==> config.mk <==
export PLATFORM = sky130hd
export DESIGN_NAME = rff_top
export DESIGN_NICKNAME = d
export VERILOG_FILES = /design/src/verilog/rff_pkg.sv /design/src/verilog/rff_crc32.sv /design/src/verilog/rff_top.sv
export VERILOG_INCLUDE_DIRS = /design/src /design/src/verilog
export SDC_FILE = /design/constraint.sdc
export NUM_CORES = 1
export LEC_CHECK = 0
export BUFFER_PORTS_ARGS = -buffer_cell sky130_fd_sc_hd__clkbuf_2
export CAP_MARGIN = 0
export CORE_MARGIN = 2
export CORE_UTILIZATION = 43
export CTS_BUF_LIST = sky130_fd_sc_hd__clkbuf_4 sky130_fd_sc_hd__clkbuf_8 sky130_fd_sc_hd__clkbuf_16
export CTS_CLUSTER_SIZE = 28
export DETAILED_ROUTE_END_ITERATION = 10
export PLACE_DENSITY_LB_ADDON = 0.3
export SLEW_MARGIN = 0
export SYNTH_ARGS = -nofsm -noshare
export SYNTH_HDL_FRONTEND = slang
export SYNTH_SLANG_ARGS = --single-unit
export TNS_END_PERCENT = 50
==> constraint.sdc <==
create_clock -name mclk_i -period 7.65 [get_ports mclk_i]
set_input_delay 1.1475 -clock mclk_i [delete_from_list [all_inputs] [get_ports mclk_i]]
set_output_delay 1.1475 -clock mclk_i [all_outputs]
set_load 0.01 [all_outputs]
==> src/verilog/rff_defines.svh <==
`ifndef RFF_DEFINES_SVH
`define RFF_DEFINES_SVH

// Register byte offsets on the APB side.
`define RFF_OFF_CTRL      8'h00
`define RFF_OFF_MAC_LO    8'h04
`define RFF_OFF_MAC_HI    8'h08
`define RFF_OFF_MAXLEN    8'h0C
`define RFF_OFF_STATUS    8'h10
`define RFF_OFF_COUNT     8'h14

// Filter control: eight implemented enables, upper bits read as zero.
`define RFF_CTRL_W        8
`define RFF_CTRL_RST      8'h59
`define RFF_MAXLEN_RST    16'h05EE

// Status and count register field positions.
`define RFF_ST_ACCEPT     0
`define RFF_ST_REASON_LO  4
`define RFF_ST_LEN_LO     16
`define RFF_CNT_DROP_LO   16

// Frame geometry, counted in bytes.
`define RFF_DA_BYTES      6
`define RFF_RUNT_MIN      16'h0040
`define RFF_HDR_PLUS_MIN  16'h0046

// Reflected CRC-32 constants; the residue is left after the FCS passes.
`define RFF_CRC_POLY      32'hEDB88320
`define RFF_CRC_INIT      32'hFFFFFFFF
`define RFF_CRC_RESIDUE   32'hDEBB20E3

`endif

==> src/verilog/rff_pkg.sv <==
`default_nettype none

package rff_pkg;

    // One byte of the receive stream from the MAC; sof marks the first
    // destination address byte, eof the last check sequence byte.
    typedef struct packed {
        logic       valid;
        logic       sof;
        logic       eof;
        logic [7:0] data;
    } rff_rx_s;

    // Filter enables in control register bit order, bit 7 first.
    typedef struct packed {
        logic crc_error_collect_enable;
        logic crc_error_reject_enable;
        logic short_frame_collect_enable;
        logic short_frame_reject_enable;
        logic own_address_collect_enable;
        logic foreign_unicast_collect_enable;
        logic group_address_collect_enable;
        logic all_stations_collect_enable;
    } rff_ctl_s;

    // Which filter settled the fate of a frame.
    typedef enum logic [3:0] {
        RFF_R_NONE,
        RFF_R_CRC_COLLECT,
        RFF_R_SHORT_COLLECT,
        RFF_R_CRC_REJECT,
        RFF_R_SHORT_REJECT,
        RFF_R_OWN,
        RFF_R_FOREIGN,
        RFF_R_GROUP,
        RFF_R_ALL
    } rff_reason_e;

    // Verdict handed to the buffer write logic.
    typedef struct packed {
        logic        done;
        logic        accept;
        rff_reason_e reason;
        logic [15:0] len;
    } rff_verdict_s;

    typedef enum logic [1:0] {
        RFF_S_IDLE,
        RFF_S_RECV,
        RFF_S_DECIDE
    } rff_state_e;

endpackage : rff_pkg

`default_nettype wire

==> src/verilog/rff_crc32.sv <==
`timescale 1ns/1ps
`default_nettype none
`include "rff_defines.svh"

module rff_crc32 (
    // Clock, reset and enable.
    input  wire logic        mclk_i,
    input  wire logic        nrst_i,
    input  wire logic        ce_i,
    // Byte stream.
    input  wire logic        start_i,
    input  wire logic        en_i,
    input  wire logic [7:0]  data_i,
    // Running remainder.
    output logic      [31:0] crc_o
);

    // Bitwise byte update; the loop unrolls into an XOR tree.
    function automatic logic [31:0] rff_crc_byte(input logic [31:0] c_in,
                                                 input logic [7:0]  d);
        logic [31:0] c;
        c = c_in ^ {24'h000000, d};
        for (int i = 0; i < 8; i++) begin
            c = c[0] ? ((c >> 1) ^ `RFF_CRC_POLY) : (c >> 1);
        end
        return c;
    endfunction : rff_crc_byte

    // The first byte of a frame folds into the seed, so no idle cycle
    // is needed between back to back frames.
    always_ff @(posedge mclk_i or negedge nrst_i) begin
        if (!nrst_i) begin
            crc_o <= `RFF_CRC_INIT;
        end else if (ce_i && en_i) begin
            crc_o <= rff_crc_byte(start_i ? `RFF_CRC_INIT : crc_o, data_i);
        end
    end

endmodule : rff_crc32
`default_nettype wire

==> src/verilog/rff_top.sv <==
// Operation
// - CRC reject enable discards bad-FCS frames.
// - Short collect accepts frames of 69 bytes or fewer.
// - Short reject discards 69-byte-or-fewer frames.
// - Own-address collect accepts exact station address match.
// - Foreign unicast collect accepts other unicast addresses.
// - Group collect accepts multicast destination addresses.
// - All-stations collect accepts all-ones destination.
// - Rejection filters override address collection.
// - CRC and short collection filters override rejection filters.
// - CRC collect accepts frames whose check fails.
// - Both collection enables clear after reset.
// - Length counts source address through FCS.
// - Frames over maximum length are truncated.
// - CRC reject, short reject, own-address, all-stations set after reset.
// - A disabled filter passes every frame on.
//
// The register addresses and the APB interface to the registers were decided locally.
`timescale 1ns/1ps
`default_nettype none
`include "rff_defines.svh"

module rff_top #(
    parameter int CNT_W = 16
) (
    // Clock, reset and enable.
    input  wire logic                  mclk_i,
    input  wire logic                  nrst_i,
    input  wire logic                  ce_i,
    // APB slave.
    input  wire logic                  psel_i,
    input  wire logic                  penable_i,
    input  wire logic                  pwrite_i,
    input  wire logic [7:0]            paddr_i,
    input  wire logic [31:0]           pwdata_i,
    output logic      [31:0]           prdata_o,
    output logic                       pready_o,
    output logic                       pslverr_o,
    // Receive stream and verdict.
    input  wire rff_pkg::rff_rx_s      rx_i,
    output rff_pkg::rff_verdict_s      verdict_o
);
    import rff_pkg::*;

    // Counters share one 32-bit count word, so 16 bits is the limit.
    if (CNT_W < 1 || CNT_W > 16) begin : g_chk
        $error("CNT_W must lie between 1 and 16");
    end

    logic [`RFF_CTRL_W-1:0] ctl_q;
    rff_ctl_s               ctl;
    logic [47:0]            mac_q;
    logic [15:0]            maxlen_q;
    logic [7:0]             da_q [`RFF_DA_BYTES];
    logic [47:0]            da_w;
    logic [15:0]            cnt_q;
    rff_state_e             state_q;
    logic [31:0]            crc;
    logic [CNT_W-1:0]       n_acc_q;
    logic [CNT_W-1:0]       n_drop_q;
    logic                   acc_phase;
    logic                   wr_fire;
    logic                   addr_hit;
    logic [31:0]            rd_d;
    logic                   start;
    logic                   take;
    logic                   ending;
    logic [15:0]            idx;
    logic                   crc_bad;
    logic                   short_frm;
    logic                   own_hit;
    logic                   grp_bit;
    logic                   all_hit;
    logic                   accept_d;
    rff_reason_e            reason_d;
    logic                   deciding;

    assign ctl = rff_ctl_s'(ctl_q);

    // APB access phase; the slave inserts one wait state on every access.
    assign acc_phase = psel_i && penable_i;
    assign wr_fire   = acc_phase && pready_o && pwrite_i && addr_hit;

    // Address decode and read mux.
    always_comb begin
        addr_hit = 1'b1;
        rd_d     = 32'h00000000;
        unique case (paddr_i)
            `RFF_OFF_CTRL:   rd_d[`RFF_CTRL_W-1:0] = ctl_q;
            `RFF_OFF_MAC_LO: rd_d = mac_q[31:0];
            `RFF_OFF_MAC_HI: rd_d[15:0] = mac_q[47:32];
            `RFF_OFF_MAXLEN: rd_d[15:0] = maxlen_q;
            `RFF_OFF_STATUS: begin
                rd_d[`RFF_ST_ACCEPT] = verdict_o.accept;
                rd_d[`RFF_ST_REASON_LO +: 4] = verdict_o.reason;
                rd_d[`RFF_ST_LEN_LO +: 16] = verdict_o.len;
            end
            `RFF_OFF_COUNT: begin
                rd_d[CNT_W-1:0] = n_acc_q;
                rd_d[`RFF_CNT_DROP_LO +: CNT_W] = n_drop_q;
            end
            default: addr_hit = 1'b0;
        endcase
    end

    // Handshake: ready and read data are registered, so prdata holds
    // steady for the whole cycle in which the master samples it.
    always_ff @(posedge mclk_i or negedge nrst_i) begin
        if (!nrst_i) begin
            pready_o  <= 1'b0;
            pslverr_o <= 1'b0;
            prdata_o  <= 32'h00000000;
        end else if (ce_i) begin
            if (acc_phase && !pready_o) begin
                pready_o  <= 1'b1;
                pslverr_o <= !addr_hit;
                prdata_o  <= pwrite_i ? 32'h00000000 : rd_d;
            end else begin
                pready_o  <= 1'b0;
                pslverr_o <= 1'b0;
            end
        end
    end

    // Software-written configuration.
    always_ff @(posedge mclk_i or negedge nrst_i) begin
        if (!nrst_i) begin
            ctl_q    <= `RFF_CTRL_RST;
            mac_q    <= 48'h000000000000;
            maxlen_q <= `RFF_MAXLEN_RST;
        end else if (ce_i && wr_fire) begin
            unique case (paddr_i)
                `RFF_OFF_CTRL:   ctl_q <= pwdata_i[`RFF_CTRL_W-1:0];
                `RFF_OFF_MAC_LO: mac_q[31:0] <= pwdata_i;
                `RFF_OFF_MAC_HI: mac_q[47:32] <= pwdata_i[15:0];
                `RFF_OFF_MAXLEN: maxlen_q <= pwdata_i[15:0];
                default: ;
            endcase
        end
    end

    // A sof restarts the frame even mid-frame, so a lost eof costs one
    // frame and never wedges the filter.
    assign start  = rx_i.valid && rx_i.sof;
    assign idx    = start ? 16'h0000 : cnt_q;
    assign take   = rx_i.valid && (start || state_q == RFF_S_RECV)
                    && (idx < maxlen_q);
    assign ending = rx_i.valid && rx_i.eof
                    && (start || state_q == RFF_S_RECV);

    // Frame sequencing.
    always_ff @(posedge mclk_i or negedge nrst_i) begin
        if (!nrst_i) begin
            state_q <= RFF_S_IDLE;
        end else if (ce_i) begin
            if (ending) begin
                state_q <= RFF_S_DECIDE;
            end else if (start) begin
                state_q <= RFF_S_RECV;
            end else if (state_q == RFF_S_DECIDE) begin
                state_q <= RFF_S_IDLE;
            end
        end
    end

    // Byte count stops at the maximum; later bytes are dropped, which
    // also starves the CRC of the FCS.
    always_ff @(posedge mclk_i or negedge nrst_i) begin
        if (!nrst_i) begin
            cnt_q <= 16'h0000;
        end else if (ce_i && take) begin
            cnt_q <= idx + 16'h0001;
        end else if (ce_i && start) begin
            cnt_q <= 16'h0000;
        end
    end

    // Destination address capture, one register per byte.
    for (genvar g = 0; g < `RFF_DA_BYTES; g++) begin : g_da
        always_ff @(posedge mclk_i or negedge nrst_i) begin
            if (!nrst_i) begin
                da_q[g] <= 8'h00;
            end else if (ce_i && take && idx == 16'(g)) begin
                da_q[g] <= rx_i.data;
            end
        end
        assign da_w[8*g +: 8] = da_q[g];
    end

    rff_crc32 u_crc (
        .mclk_i  (mclk_i),
        .nrst_i  (nrst_i),
        .ce_i    (ce_i),
        .start_i (start),
        .en_i    (take),
        .data_i  (rx_i.data),
        .crc_o   (crc)
    );

    // Frame properties, valid in the decide cycle.
    assign deciding  = state_q == RFF_S_DECIDE;
    assign crc_bad   = crc != `RFF_CRC_RESIDUE;
    assign short_frm = cnt_q < `RFF_HDR_PLUS_MIN;
    assign own_hit   = da_w == mac_q;
    assign grp_bit   = da_w[0];
    assign all_hit   = &da_w;

    // Filter chain in priority order; a clear enable just falls through.
    always_comb begin
        accept_d = 1'b0;
        reason_d = RFF_R_NONE;
        if (ctl.crc_error_collect_enable && crc_bad) begin
            accept_d = 1'b1;
            reason_d = RFF_R_CRC_COLLECT;
        end else if (ctl.short_frame_collect_enable && short_frm) begin
            accept_d = 1'b1;
            reason_d = RFF_R_SHORT_COLLECT;
        end else if (ctl.crc_error_reject_enable && crc_bad) begin
            reason_d = RFF_R_CRC_REJECT;
        end else if (ctl.short_frame_reject_enable && short_frm) begin
            reason_d = RFF_R_SHORT_REJECT;
        end else if (ctl.own_address_collect_enable && own_hit) begin
            accept_d = 1'b1;
            reason_d = RFF_R_OWN;
        end else if (ctl.foreign_unicast_collect_enable && !grp_bit
                     && !own_hit) begin
            accept_d = 1'b1;
            reason_d = RFF_R_FOREIGN;
        end else if (ctl.group_address_collect_enable && grp_bit) begin
            accept_d = 1'b1;
            reason_d = RFF_R_GROUP;
        end else if (ctl.all_stations_collect_enable && all_hit) begin
            accept_d = 1'b1;
            reason_d = RFF_R_ALL;
        end
    end

    // Verdict register; done pulses once, the rest holds until the next.
    always_ff @(posedge mclk_i or negedge nrst_i) begin
        if (!nrst_i) begin
            verdict_o <= '0;
        end else if (ce_i) begin
            verdict_o.done <= deciding;
            if (deciding) begin
                verdict_o.accept <= accept_d;
                verdict_o.reason <= reason_d;
                verdict_o.len    <= short_frm && cnt_q < 16'(`RFF_DA_BYTES)
                                    ? 16'h0000
                                    : cnt_q - 16'(`RFF_DA_BYTES);
            end
        end
    end

    // Statistics; they wrap rather than saturate.
    always_ff @(posedge mclk_i or negedge nrst_i) begin
        if (!nrst_i) begin
            n_acc_q  <= '0;
            n_drop_q <= '0;
        end else if (ce_i && deciding) begin
            if (accept_d) begin
                n_acc_q <= n_acc_q + CNT_W'(1);
            end else begin
                n_drop_q <= n_drop_q + CNT_W'(1);
            end
        end
    end

    // Checks below watch design state along with ce_i, rx_i and the APB inputs.
    logic wr_seen_q;
    logic col_hit;
    logic rej_hit;

    always_ff @(posedge mclk_i or negedge nrst_i) begin
        if (!nrst_i) begin
            wr_seen_q <= 1'b0;
        end else if (ce_i && wr_fire && paddr_i == `RFF_OFF_CTRL) begin
            wr_seen_q <= 1'b1;
        end
    end

    assign col_hit = (ctl.crc_error_collect_enable && crc_bad)
                     || (ctl.short_frame_collect_enable && short_frm);
    assign rej_hit = (ctl.crc_error_reject_enable && crc_bad)
                     || (ctl.short_frame_reject_enable && short_frm);
endmodule : rff_top
`default_nettype wire

-- Yosys cells after proc, flatten, opt, wreduce, memory -nomap -nowiden
Index checks and enable logic that the tools add are counted.
- add/sub/neg operators: 4
- multiply operators: 0
- div/mod/pow operators: 0
- order comparisons: 3
- equal/unequal tests: 14
- shifts and indexed selects: 0
- mux-type cells: 41
- bitwise gates (word level): 10
- reduce and logical (&&, ||, !) cells: 50
- operators by type and width (kind ; number):
    two-way mux 32 bit ; 10
    inverter 13 -> 14 bit ; 8
    two-way mux 16 bit ; 4
    adder 16 x 1 -> 16 bit, second input constant ; 3
    == test 48 bit ; 1
    case mux 16 bit (3 select lines) ; 1
    AND reduction 48 bit ; 1
    == test 16 x 2 -> 1 bit, second input constant ; 2
    == test 16 x 3 -> 1 bit, second input constant ; 2
    two-way mux 4 bit ; 8
    != test 32 bit, second input constant ; 1
    case mux 8 bit (4 select lines) ; 1
    bitwise XOR 32 x 8 -> 32 bit ; 1
    logical AND 1 bit ; 30
    case mux 4 bit (6 select lines) ; 1
    AND reduction 2 bit ; 9
    == test 16 x 1 -> 1 bit, second input constant ; 1
    == test 8 x 4 -> 1 bit, second input constant ; 2
    == test 8 x 5 -> 1 bit, second input constant ; 2
    zero test 16 bit ; 1
    less-than comparator 16 bit ; 1
    less-than comparator 16 x 3 -> 1 bit, second input constant ; 1
    less-than comparator 16 x 7 -> 1 bit, second input constant ; 1
    subtractor 16 x 3 -> 16 bit, second input constant ; 1
    14 further kinds ; 29
- bits in registers: 258
- latch bits: 0
- bits in writable memories: 0
- ROM bits: 0
- input port bits: 57
- logic and storage cells: 144
- memories kept: 0

-- Logic depth before layout (Yosys ltp)
- depth in word-level cells: 19
- mapped depth: 14
- depth with buffers taken out: 12

-- By module
A second synthesis with hierarchy kept.
- cell total of the unflattened synthesis: 1259
- area total of the unflattened synthesis: 13823.3 um^2
- by module, submodules not included (module ; instances ; cells each ; area each (um^2)):
    rff_top ; 1 ; 1031 ; 11593.6
    rff_crc32 ; 1 ; 228 ; 2229.6

-- Least setup slack after synthesis
OpenSTA, ideal clock, no wires.
- kind: input port to flip-flop
- from: input port rx_i[10] (netlist bit)
- to: register da_q[0] (netlist bit)
- setup time: 0.125 ns
- arrival time: 3.701 ns
- data required time: 7.525 ns
- path slack: 3.824 ns
- cell stages on the path: 13
- path through: nand2_1 clkbuf_1 clkbuf_1 and2_1 ha_1 nor2b_1 o21ai_0 a311oi_1 or3_1 buf_2 nor3_2 nand2_1 mux2_2
- cells in the longest elaborated chain, start to end: 6
- elaborated cells between the ends (all ways): 9
- those cells by class: order compare (1); eq/ne (1); mux (1); reduce/logical (6)
- ends and longest elaborated chain (element ; line ; source):
    from (decl) ; rff_top.sv:40 ; input wire rff_pkg::rff_rx_s rx_i,
    logical AND 1 bit ; rff_top.sv:144 ; assign start = rx_i.valid && rx_i.sof;
    two-way mux 16 bit or logical OR 1 bit (tied branches) ; rff_top.sv:145, rff_top.sv:146 ;
    less-than comparator 16 bit or logical AND 1 bit (tied branches) ; rff_top.sv:147, rff_top.sv:146 ;
    logical AND 1 bit ; rff_top.sv:147 ; && (idx < maxlen_q);
    logical AND 1 bit ; rff_top.sv:183 ; end else if (ce_i && take && idx == 16'(g)) begin
    logical AND 1 bit * ; rff_top.sv:183 ;
    to (signal, indexed assignment) ; rff_top.sv:184 ; da_q[g] <= rx_i.data;
    to (decl) ; rff_top.sv:54 ; logic [7:0] da_q [`RFF_DA_BYTES];
Every way passes the cells marked *; elsewhere a longest branch is shown, timed or not.
A chain may end at the register's enable or synchronous reset.

-- Worst setup path in the final report
- from: input port rx_i[10] (netlist bit)
- to: register da_q[28] (netlist bit)
The elaborated chain is that of the path after synthesis.

==> out/metrics.json <==
{
  "synthesis": {
    "syn-cell-area_mm2": 0.01353,
    "yosysSeqAreaShare": 0.4814,
    "yosys.area.top_type": "sky130_fd_sc_hd__dfrtp_1",
    "synth_largest_type_area_fraction": 0.3959,
    "synth_top_flop_cell": "sky130_fd_sc_hd__dfrtp_1",
    "synth-edff-count": 0,
    "syn-mean-instance-area_um2": 10.71,
    "count_of_cell_types_in_the_netlist": 71,
    "ys.warnings.count": 0,
    "postSynthCellCount": 1263,
    "ff_latch_count_synth": 258,
    "yosys-top-cells-area": "sky130_fd_sc_hd__dfrtp_1 40%, sky130_fd_sc_hd__mux2_2 12%, sky130_fd_sc_hd__dfstp_2 8.5%",
    "synth_nets": 1342,
    "synth-async-reset-ratio": 1.000
  },
  "power_and_ir_drop": {
    "comb_power_share": 0.122,
    "switching_share": 0.2622,
    "worst_ir_drop_vdd_uv": 172.2,
    "powerDensity_mw_per_mm2": 215.5,
    "total_switching_power_uw": 870.5,
    "cell_internal_pwr_mw": 2.450,
    "power_frac_seq": 0.443,
    "power.leakage_nw": 7.315,
    "clock_power_share": 0.435
  },
  "drt": {
    "detail_route.first_pass.iterations": 5,
    "detailed_route_vias_per_instance": 5.666,
    "drcViolationCount": 0,
    "detail-route-antenna-nets": 0,
    "drt_iter0_markers": 945,
    "num_vias": 10041,
    "finalWirelength_um": 38110,
    "detail_route.wl_per_cell_um": 21.51
  },
  "sta": {
    "slew-limit-headroom": 0.2413,
    "slew_at_the_pin_closest_to_its_max_slew_limit_ns": 1.138,
    "finalSetupTns_ns": 0,
    "max_clock_freq_mhz": 226.3,
    "rsz0062_at_grt": "no",
    "finalHoldViolations": 0,
    "layout_min_cycle_time_ns": 4.420,
    "skew_ns": 0.03038,
    "finalMaxSlewViolations": 0,
    "final_clock_period_utilization_by_the_worst_path": 0.5777,
    "setup-violations-final": 0
  },
  "worst_setup_path": {
    "timing.setup.critical_path_class": "in -> reg",
    "path_cells": "clkbuf_2 > nand2_1 > and2_1 > ha_1 > a21o_1 > a21o_1 > a21oi_1 > nor2_1 > or3_2 > buf_4 > a21oi_1 > nand2_1 > mux2_2",
    "required_time_reported_for_the_critical_path_endpoint_ns": 8.07,
    "worst_endpoint_data_arrival_time_ns": 4.84,
    "cpPeakStageDelay_ns": 0.47,
    "worst_path_max_delay_cell": "sky130_fd_sc_hd__or3_2",
    "end_kind": "flip-flop",
    "critical_path.startpoint_type": "primary input",
    "crit_path_max_fanout": 67
  },
  "job": {
    "cap_violations": 0
  },
  "layout": {
    "layout.cells.most_common": "sky130_fd_sc_hd__dfrtp_1",
    "final_cell_mix": "214 x sky130_fd_sc_hd__dfrtp_1, 148 x sky130_fd_sc_hd__mux2_2, 140 x sky130_fd_sc_hd__nand2_1",
    "drive_above_1_share": 0.2842,
    "fin_cells": 1772,
    "antennaDiodeCount": 0,
    "final_nets": 1432,
    "area_growth_syn_to_layout_pct": 13.90
  },
  "placement": {
    "io_buffer_count": 112,
    "routabilityCongestion": 0.9004,
    "dpl.hpwl_um": 27860,
    "placed_cells_incl_taps": 1718
  },
  "cts": {
    "cts.reportedPaths.clkPinSlew_ns": 0.06,
    "cts_tree": "yes",
    "hold_buffers": 0,
    "cts_sinks": 258,
    "cts_max_path_buffers": 3,
    "clock_latency_ns": 0.56,
    "post-cts-setup-buffer-count": 0,
    "htree_num_levels": 1,
    "cts_inserted_buffers": 29,
    "clockRootBuffer": "sky130_fd_sc_hd__clkbuf_16",
    "cts_resized": 0
  },
  "status": {
    "outcome": "completed"
  },
  "global_routing": {
    "first_global_vias": 9857,
    "grt_pass1_wl_um": 59260,
    "antenna_violations_before_repair": 0,
    "grt.total_usage": 0.2317,
    "grt_start_max_net_pins": 108,
    "remaining_global_route_overflow": 0
  },
  "die": {
    "die_height_um": 181.4,
    "initial_util": 0.4399,
    "floorplan.die.width_um": 181.4,
    "fp.coreArea_mm2": 0.03075,
    "std_cell_rows": 64,
    "boundaryPins": 113,
    "die_area_mm2": 0.03289
  },
  "hold_path": {
    "hp-class": "reg -> reg"
  }
}
-- per-layer routing --
metal | vias to the layer above | track usage | routed length [µm]
li1 | 4640 | - | -
met1 | 5058 | 0.3381 | 17840
met2 | 292 | 0.3540 | 16880
met3 | 51 | 0.04314 | 2407
met4 | 0 | 0.06179 | 973
met5 | - | 0 | 0
-- worst max-delay path: cells and delay by family --
kind | cells | cell delay (ns)
multiplexers | 1 | 0.36
AND/OR/NAND/NOR | 5 | 1.71
AO/OA/AOI/OAI | 4 | 0.87
adder cells (fa/ha/maj) | 1 | 0.29
buffers and inverters | 2 | 0.44
-- worst paths after layout --
check | startpoint | endpoint | slack [ns] | depth (start not counted)
min in group asynchronous | nrst_i | n_drop_q[10]$_DFFE_PN0P_ | 0.61 | 1
worst min register to register | u_crc.crc_o[31]$_DFFE_PN1P_ | u_crc.crc_o[31]$_DFFE_PN1P_ | 0.47 | 2
worst max-delay path | rx_i[10] | da_q[28]$_DFFE_PN0P_ | 3.23 | 13
worst min-delay path | u_crc.crc_o[31]$_DFFE_PN1P_ | u_crc.crc_o[31]$_DFFE_PN1P_ | 0.47 | 2
worst max register to register | cnt_q[9]$_DFFE_PN0P_ | da_q[28]$_DFFE_PN0P_ | 4.11 | 11
max in group asynchronous | nrst_i | da_q[38]$_DFFE_PN0P_ | 5.35 | 2
-- cell usage after synthesis, types with 2 or more instances --
master	number
sky130_fd_sc_hd__dfrtp_1	214
sky130_fd_sc_hd__mux2_2	148
sky130_fd_sc_hd__nand2_1	140
sky130_fd_sc_hd__xnor2_1	94
sky130_fd_sc_hd__o21ai_0	90
sky130_fd_sc_hd__xor2_1	71
sky130_fd_sc_hd__nor2_1	66
sky130_fd_sc_hd__dfstp_2	44
sky130_fd_sc_hd__nand4_1	41
sky130_fd_sc_hd__clkbuf_1	37
sky130_fd_sc_hd__inv_1	25
sky130_fd_sc_hd__ha_1	22
sky130_fd_sc_hd__a22oi_1	21
sky130_fd_sc_hd__and2_1	20
sky130_fd_sc_hd__nand3_1	20
sky130_fd_sc_hd__a21oi_1	19
sky130_fd_sc_hd__nor4_1	17
sky130_fd_sc_hd__mux2i_1	14
sky130_fd_sc_hd__nor3_1	14
sky130_fd_sc_hd__and3_1	13
sky130_fd_sc_hd__buf_1	13
sky130_fd_sc_hd__buf_2	10
sky130_fd_sc_hd__a222oi_1	8
sky130_fd_sc_hd__a31oi_1	8
sky130_fd_sc_hd__a22o_1	7
sky130_fd_sc_hd__nor2b_1	7
sky130_fd_sc_hd__or3_1	7
sky130_fd_sc_hd__o22ai_1	5
sky130_fd_sc_hd__xnor2_2	5
sky130_fd_sc_hd__a221oi_1	4
sky130_fd_sc_hd__a21o_1	3
sky130_fd_sc_hd__clkbuf_2	3
sky130_fd_sc_hd__nand4b_1	3
sky130_fd_sc_hd__nor3b_1	3
sky130_fd_sc_hd__a41oi_1	2
sky130_fd_sc_hd__and4_1	2
sky130_fd_sc_hd__nand2b_1	2
sky130_fd_sc_hd__nor3_2	2
sky130_fd_sc_hd__nor3b_2	2
sky130_fd_sc_hd__nor4_2	2
sky130_fd_sc_hd__nor4b_1	2
sky130_fd_sc_hd__o21ai_1	2
sky130_fd_sc_hd__or2_1	2
sky130_fd_sc_hd__or2_2	2
-- layout make-up --
| class | instances | area, µm² |
|---|---|---|
| timing repair buffer | 125 | 668.1 |
| sequential | 258 | 6511 |
| multi-input combinational | 913 | 6641 |
| tap | 396 | 495.5 |
| clock inverter | 15 | 166.4 |
| inverter | 26 | 97.59 |
| clock buffer | 39 | 825.8 |
| fill | 2780 | 15340 |
-- registers in the layout, indices dropped and copies added (netlist names), 2 cells and up --
name and flops:
ctl 8, prdata_o 32, cnt_q 16, n_drop_q 16
mac_q 48, n_acc_q 16, maxlen_q 16, state_q 2
u_crc.crc_o 32, verdict_o 22, da_q 48
-- cell families (layout without fill, tap and decap cells) --
| logic type | count (synthesis) | after routing | synth area share |
|---|---|---|---|
| DFF | 258 | 258 | 0.4814 |
| and+or+nand+nor | 373 | 373 | 0.1368 |
| xor gates and xnor gates | 170 | 170 | 0.1129 |
| adders and majority gates | 22 | 22 | 0.02035 |
| muxes | 163 | 163 | 0.1347 |
| buffers and inverters | 92 | 205 | 0.02840 |
| AOI/OAI and AO/OA | 185 | 185 | 0.08548 |
-- power groups by stage --
| stage | Combinational, mW | Clock (mW) | Sequential (mW) |
|---|---|---|---|
| floorplan | 0.278 | 0 | 1.48 |
| global placement | 0.403 | 0 | 1.49 |
| detailed placement | 0.405 | 0 | 1.49 |
| CTS | 0.407 | 1.46 | 1.47 |
| global route | 0.448 | 1.52 | 1.48 |
| finish | 0.404 | 1.45 | 1.47 |
-- metrics by stage --
step           hold WS [ns]  setup WS (ns)  instance area [µm²]  total power, mW  utilization
3_3_place_gp         0.4581          2.784                14410            1.896       0.4688
5_1_grt              0.4992          3.009                15410            3.449       0.5010
6_report             0.4723          3.230                15410            3.320       0.5010
2_1_floorplan        0.4395          3.824                13530            1.760            -
4_1_cts              0.4727          3.271                15410            3.338       0.5010
3_5_place_dp         0.4658          2.719                14410            1.900       0.4688
Note: power is estimated with default switching activity, not from simulation.
